`config.mk`:
```
export PLATFORM = sky130hd
export DESIGN_NAME = placed_pulse_width_modulator
export DESIGN_NICKNAME = d
export VERILOG_FILES = /design/src/hw/pwm_pkg.sv /design/src/hw/placed_pulse_width_modulator.sv /design/src/hw/pwm_calibrator.sv
export VERILOG_INCLUDE_DIRS = /design/src /design/src/hw
export SDC_FILE = /design/constraint.sdc
export NUM_CORES = 1
export LEC_CHECK = 0
export BUFFER_PORTS_ARGS = -buffer_cell sky130_fd_sc_hd__buf_2
export CAP_MARGIN = 40
export CORE_MARGIN = 1
export CORE_UTILIZATION = 40
export DETAILED_ROUTE_END_ITERATION = 10
export MAX_ROUTING_LAYER = met4
export PLACE_DENSITY = 0.63
export SKIP_CTS_REPAIR_TIMING = 1
export SLEW_MARGIN = 20
export SYNTH_ARGS = -nofsm -noshare
export SYNTH_HDL_FRONTEND = slang
export SYNTH_SLANG_ARGS = --single-unit
```
`constraint.sdc`:
```
create_clock -name sys_clk -period 4 [get_ports sys_clk]
set_clock_uncertainty 0.1 [all_clocks]
set_input_delay 0.6 -clock sys_clk [delete_from_list [all_inputs] [get_ports sys_clk]]
set_output_delay 0.6 -clock sys_clk [all_outputs]
set_load 0.01 [all_outputs]
```
`src/hw/pwm_defines.svh`:
```
// constants of the placed pulse width modulator
`ifndef PWM_DEFINES_SVH
`define PWM_DEFINES_SVH
`define PWM_CODE_W      8
`define PWM_CODE_ZERO   8'h00
`define PWM_CODE_FULL   8'hFF
`define PWM_SUB_LAST    8'hFE
`define PWM_SUB_FIRST   8'h00
`define PWM_SUB_MID     8'h7F
`define PWM_CAL_DIV     5'h1F
`define PWM_CAL_DIV_W   5
`define PWM_TRIM_W      7
`define PWM_TRIM_MAX    7'h40
`define PWM_TRIM_ZERO   7'h00
`define PWM_TRIM_TARGET_DEF 7'h20
`endif

```
`src/hw/pwm_pkg.sv`:
```
// types of the placed pulse width modulator
`default_nettype none
package pwm_pkg;
    typedef enum logic [1:0] {
        MODE_RIGHT,
        MODE_LEFT,
        MODE_CENTER
    } place_mode_t;

    typedef enum logic [1:0] {
        CAL_IDLE,
        CAL_ARMED,
        CAL_STEP,
        CAL_DONE
    } cal_state_t;
endpackage
`default_nettype wire

```
`src/hw/placed_pulse_width_modulator.sv`:
```
// per-clock placed pulse width modulator with sub-step output
`include "pwm_defines.svh"
`timescale 1ns/1ns
`default_nettype none
module placed_pulse_width_modulator (
    input  wire logic                     sys_clk,
    input  wire logic                     rst_n,
    input  wire logic                     period_strobe,
    input  wire logic [`PWM_CODE_W-1:0]   width_code,
    input  wire logic                     one_or_two_edge_sel,
    input  wire logic                     early_late_edge_sel,
    input  wire logic                     force_high,
    input  wire logic                     cal_start,
    input  wire logic                     sleep_n,
    input  wire logic [`PWM_TRIM_W-1:0]   trim_target,
    output logic                          pwm_out,
    output logic                          cal_done,
    output logic [`PWM_TRIM_W-1:0]        trim
);
    // period_strobe marks the video clock edge; sys_clk paces sub-steps
    typedef struct packed {
        logic [1:0]                  strobe_sync;
        logic                        strobe_seen;
        logic [1:0]                  force_sync;
        logic [1:0]                  sleep_sync;
        logic [1:0]                  cal_sync;
        // data pins get the same two flops as the strobe, so they stay aligned
        logic [1:0][`PWM_CODE_W-1:0] code_sync;
        logic [1:0]                  one_two_sync;
        logic [1:0]                  early_late_sync;
        logic [1:0][`PWM_TRIM_W-1:0] target_sync;
        logic [`PWM_CODE_W-1:0]      cap_code;
        pwm_pkg::place_mode_t        cap_mode;
        logic [`PWM_CODE_W-1:0]      run_code;
        pwm_pkg::place_mode_t        run_mode;
        logic [`PWM_CODE_W-1:0]      sub;
        logic                        out;
    } pwm_reg_t;

    pwm_reg_t r;
    pwm_reg_t next_r;
    logic     period_edge;
    logic     pulse_on;

    function automatic pwm_pkg::place_mode_t decode_mode(
        input logic one_two,
        input logic early_late
    );
        if (!one_two) begin
            decode_mode = pwm_pkg::MODE_CENTER;
        end else if (early_late) begin
            decode_mode = pwm_pkg::MODE_RIGHT;
        end else begin
            decode_mode = pwm_pkg::MODE_LEFT;
        end
    endfunction

    // sub-step s is high when it falls in the placed window of code steps
    function automatic logic in_window(
        input logic [`PWM_CODE_W-1:0] code,
        input pwm_pkg::place_mode_t   mode,
        input logic [`PWM_CODE_W-1:0] s
    );
        logic [`PWM_CODE_W:0] lo;
        logic [`PWM_CODE_W:0] hi;
        lo = '0;
        hi = '0;
        case (mode)
            pwm_pkg::MODE_LEFT: begin
                lo = '0;
                hi = {1'b0, code};
            end
            pwm_pkg::MODE_RIGHT: begin
                lo = {1'b0, `PWM_CODE_FULL} - {1'b0, code};
                hi = {1'b0, `PWM_CODE_FULL};
            end
            pwm_pkg::MODE_CENTER: begin
                // even codes put the extra step early; odd codes centre on the mid step
                lo = ({1'b0, `PWM_CODE_FULL} - {1'b0, code}) >> 1;
                hi = lo + {1'b0, code};
            end
            default: begin
                lo = '0;
                hi = '0;
            end
        endcase
        in_window = ({1'b0, s} >= lo) && ({1'b0, s} < hi);
    endfunction

    assign period_edge = r.strobe_sync[1] && !r.strobe_seen;

    always_comb begin
        next_r = r;
        next_r.strobe_sync = {r.strobe_sync[0], period_strobe};
        next_r.force_sync  = {r.force_sync[0], force_high};
        next_r.sleep_sync  = {r.sleep_sync[0], sleep_n};
        next_r.cal_sync    = {r.cal_sync[0], cal_start};
        next_r.code_sync   = {r.code_sync[0], width_code};
        next_r.one_two_sync = {r.one_two_sync[0], one_or_two_edge_sel};
        next_r.early_late_sync = {r.early_late_sync[0], early_late_edge_sel};
        next_r.target_sync = {r.target_sync[0], trim_target};
        next_r.strobe_seen = r.strobe_sync[1];
        if (period_edge) begin
            // first stage captures, second feeds the running period
            next_r.cap_code = r.code_sync[1];
            next_r.cap_mode = decode_mode(r.one_two_sync[1],
                                          r.early_late_sync[1]);
            next_r.run_code = r.cap_code;
            next_r.run_mode = r.cap_mode;
            next_r.sub      = `PWM_SUB_FIRST;
        end else if (r.sub != `PWM_SUB_LAST) begin
            next_r.sub = r.sub + `PWM_CODE_W'(1);
        end
        next_r.out = pulse_on;
    end

    always_comb begin
        if (r.force_sync[1]) begin
            pulse_on = 1'b1;
        end else if (!r.sleep_sync[1]) begin
            pulse_on = 1'b0;
        end else if (r.run_code == `PWM_CODE_FULL) begin
            pulse_on = 1'b1;
        end else if (r.run_code == `PWM_CODE_ZERO) begin
            pulse_on = 1'b0;
        end else begin
            pulse_on = in_window(r.run_code, r.run_mode, r.sub);
        end
    end

    always_ff @(posedge sys_clk or negedge rst_n) begin
        if (!rst_n) begin
            r <= '0;
        end else begin
            r <= next_r;
        end
    end

    assign pwm_out = r.out;

    pwm_calibrator u_cal (
        .sys_clk     (sys_clk),
        .rst_n       (rst_n),
        .cal_start   (r.cal_sync[1]),
        .awake       (r.sleep_sync[1]),
        .trim_target (r.target_sync[1]),
        .cal_done    (cal_done),
        .trim        (trim)
    );
endmodule
`default_nettype wire

```
`src/hw/pwm_calibrator.sv`:
```
// trim stepping sequencer started by the falling edge of the start pulse
`include "pwm_defines.svh"
`timescale 1ns/1ns
`default_nettype none
module pwm_calibrator (
    input  wire logic                     sys_clk,
    input  wire logic                     rst_n,
    input  wire logic                     cal_start,
    input  wire logic                     awake,
    input  wire logic [`PWM_TRIM_W-1:0]   trim_target,
    output logic                          cal_done,
    output logic [`PWM_TRIM_W-1:0]        trim
);
    typedef struct packed {
        pwm_pkg::cal_state_t          state;
        logic [`PWM_CAL_DIV_W-1:0]    div;
        logic [`PWM_TRIM_W-1:0]       trim;
        logic                         done;
    } cal_reg_t;

    cal_reg_t r;
    cal_reg_t next_r;

    always_comb begin
        next_r = r;
        // sleep loses calibration; cleared first so a finishing step wins
        if (!awake) begin
            next_r.done = 1'b0;
        end
        case (r.state)
            pwm_pkg::CAL_IDLE, pwm_pkg::CAL_DONE: begin
                if (cal_start) begin
                    next_r.state = pwm_pkg::CAL_ARMED;
                end
            end
            pwm_pkg::CAL_ARMED: begin
                // trim held slowest until start falls
                next_r.trim = `PWM_TRIM_ZERO;
                next_r.div  = `PWM_CAL_DIV_W'(0);
                next_r.done = 1'b0;
                if (!cal_start) begin
                    next_r.state = pwm_pkg::CAL_STEP;
                end
            end
            pwm_pkg::CAL_STEP: begin
                next_r.div = r.div + `PWM_CAL_DIV_W'(1);
                if (r.trim >= trim_target || r.trim == `PWM_TRIM_MAX) begin
                    next_r.done  = 1'b1;
                    next_r.state = pwm_pkg::CAL_DONE;
                end else if (r.div == `PWM_CAL_DIV) begin
                    next_r.trim = r.trim + `PWM_TRIM_W'(1);
                end
            end
            default: next_r.state = pwm_pkg::CAL_IDLE;
        endcase
    end

    always_ff @(posedge sys_clk or negedge rst_n) begin
        if (!rst_n) begin
            r <= '0;
        end else begin
            r <= next_r;
        end
    end

    assign cal_done = r.done;
    assign trim     = r.trim;
endmodule
`default_nettype wire

```
==> out/qor.csv <==
stage,metric,value,unit
global_routing,vias in the first global route,2976,
sta,max-slew violation count,0,
yosys,register area share after synthesis,0.498,
die,Starting Density,0.417,
power,Clk pwr share,0.251,
layout,"most common cell after layout, fill and taps aside",dfrtp_1,
critical_path,Setup crit end kind,register,
clock_network,clock-pin slew on the worst setup and hold paths,0.09,ns
clock_network,CTS Sinks,87,
die,I/O pin count,32,
sta,Fin. Hold Viols,0,
power,Sequential Power Share,0.470,
hold_path,Hold Path Class,primary input to register,
sta,RSZ-0062 raised after global routing,no,
critical_path,worst path cell trace,inv_1 -> ha_1 -> fa_1 -> nor2b_1 -> o311a_1 -> o21ai_0 -> a211oi_1 -> nand3b_1 -> ha_1 -> a2111oi_0 -> o21ai_0 -> a21o_1 -> o311a_1 -> o21ai_0,
critical_path,Worst Path Buf+Inv,1,
global_routing,antenna violations before repair,0,
die,die height,107,µm
yosys,"EDFF count, synth",0,
clock_network,CTS buffer count,9,
yosys,Yosys reg bits,87,
sta,Final Cycle Share,0.941,
critical_path,worst-path fanout max,5,
critical_path,Crit path top cell by count,o21ai_0,
clock_network,clock insertion delay at the later pin of the skew report,0.36,ns
yosys,cells after synthesis,422,
run_status,status,completed,
routing,DRC,0,
power,peak supply drop,227,µV
routing,Detailed Route WL,8460,µm
global_routing,GRT overflow,0,
critical_path,CP max-delay cell,a2111oi_0,
layout,Reg area,2180,µm²
global_routing,first-pass GRT wire length,14300,µm
routing,Pre-antenna DRT Iters,4,
layout,area delta synth->final,10.3,%
layout,Layout Nets,519,
layout,fraction of layout cells with a size suffix above 1,0.135,
place,gpl congestion,0.852,
die,Core Area,10500,µm²
power,sw frac,0.358,
sta,post-route setup slack,0.236,ns
critical_path,WP data required,4.18,ns
critical_path,"Largest delay share family, worst path",compound AO/OA/AOI/OAI gates,
layout,multi-input logic area,1970,µm²
routing,vias per inst,5.16,
yosys,Synth warnings,0,
critical_path,Worst Path Arrival,3.95,ns
place,placed inst area,4600,µm²
die,Die W,107,µm
yosys,ys flop type,dfrtp_1,
sta,Slew headroom,0.518,
critical_path,Setup Crit Path Kind,register to register,
clock_network,CTS HTree Levels,3,
layout,# fillers,1009,
sta,fmax,266,MHz
yosys,"Distinct cells, synth",46,
power,Power Density,463,nW/µm²
die,Die Area,11300,µm²
layout,cell area after layout,4820,µm²
routing,vias,3042,
place,IO buf count,31,
routing,remaining antenna violation count after routing,0,
place,pre-CTS WS,0.255,ns
die,Row Count,37,
layout,# diodes,0,
power,Leakage,2.35,nW
yosys,mapped cell area,4370,µm²
critical_path,Crit path largest cell delay,0.46,ns
global_routing,pin count of the biggest net entering global routing,64,
global_routing,total global-route track usage,0.168,
routing,Avg WL per Cell,14.4,µm
clock_network,CTS tree,done,
power,NetSw,0.000799,W
routing,Iteration-0 DRC Markers,141,
sta,TNS Setup,0,ns
sta,post-layout min period,3.76,ns
yosys,asr flop ratio synth,1.00,
power,Power Internal,0.00143,W
flow_run,max-cap viol count,0,
sta,"Setup violations, final",0,
power,combinational power share,0.279,
critical_path,CP Launch Type,register,
place,Post-DP HPWL,5990,µm
yosys,syn_nets,493,
layout,most frequent cells in the layout,"dfrtp_1 (87), nand2_1 (67), ha_1 (47)",
sta,Tightest Pin Transition,0.723,ns
clock_network,CTS Root Cell,clkbuf_8,
clock_network,CTS Buffer Depth,2,
yosys,syn_area_per_cell,10.4,µm²
## cells in the mapped netlist, types with 3 or more instances
cell type   n  area, µm²
a21oi_1    20        100
nand3_1     6       30.0
and4_2      3       30.0
xnor2_1     7       61.3
o21ai_0    31        155
nand2b_1    4       25.0
a31oi_1     6       37.5
a211oi_1    3       22.5
a21o_1      6       45.0
clkbuf_1   12       45.0
inv_1      30        113
o211ai_1   10       75.1
dfrtp_1    87       2180
a221o_1     3       30.0
xor2_1      3       26.3
nor2_1     16       60.1
ha_1       47        588
buf_4       7       52.6
mux2i_1     3       30.0
nor3_1      6       30.0
nand2_1    67        251
nor2b_1     5       31.3
a41oi_1     3       26.3
nand4_1     6       37.5
## registers in the layout (all words and copies together) (netlist names)
signal          flops
next_r             22
pwm_out             1
r                  49
u_cal.cal_done      1
u_cal.r             7
u_cal.trim          7
## through the flow
step            util  hold WS (ns)  power, W  cells
5_1_grt        0.461         0.222   0.00240    589
3_5_place_dp   0.440         0.235   0.00168    571
4_1_cts        0.457         0.223   0.00225    587
2_1_floorplan      -         0.204   0.00150    422
6_report       0.461         0.241   0.00223    589
3_3_place_gp   0.440         0.232   0.00166    571
## worst paths after layout
path,start,endpoint,slack [ns],cells after the start
min reg2reg,next_r[38],r[38],0.25,0
max in group asynchronous,rst_n,r[42],2.79,3
min,early_late_edge_sel,next_r[44],0.24,1
max,r[12],pwm_out,0.24,14
max reg2reg,r[12],pwm_out,0.24,14
min in group asynchronous,rst_n,r[64],0.49,2
## cell families (layout without fill, tap and decap cells)
logic type      after synthesis  in the layout  share of synthesized area
simple gates                128            128                      0.138
flops                        87             87                      0.498
buf+inv                      50             81                     0.0507
xor+xnor                     10             10                     0.0201
compound gates               95             95                      0.144
mux                           4              4                    0.00945
fa+ha+maj                    48             48                      0.139
## final cells by class
| cell class | count | area share |
|---|---|---|
| inverter | 30 | 0.0234 |
| tap | 136 | 0.0353 |
| timing repair buffer | 35 | 0.0436 |
| clock buffer | 9 | 0.0257 |
| multi-input combinational | 285 | 0.409 |
| clock inverter | 7 | 0.0112 |
| sequential | 87 | 0.452 |
## layer usage
| layer | track usage | part of all wire | vias to the layer above |
|---|---|---|---|
| li1 | - | - | 1515 |
| met1 | 0.220 | 0.49 | 1473 |
| met2 | 0.260 | 0.47 | 43 |
| met3 | 0.0208 | 0.025 | 11 |
| met4 | 0.0753 | 0.018 | 0 |
| met5 | - | 0 | - |
## power by group through the flow
| stage | clock network (W) | logic [W] | registers (W) |
|---|---|---|---|
| after global placement | 0 | 0.000599 | 0.00106 |
| final | 0.000561 | 0.000623 | 0.00105 |
| after floorplan | 0 | 0.000470 | 0.00103 |
| after CTS | 0.000580 | 0.000620 | 0.00105 |
| after detailed placement | 0 | 0.000614 | 0.00107 |
| after global routing | 0.000620 | 0.000716 | 0.00106 |
No activity file was read; power rests on OpenSTA's default activity.
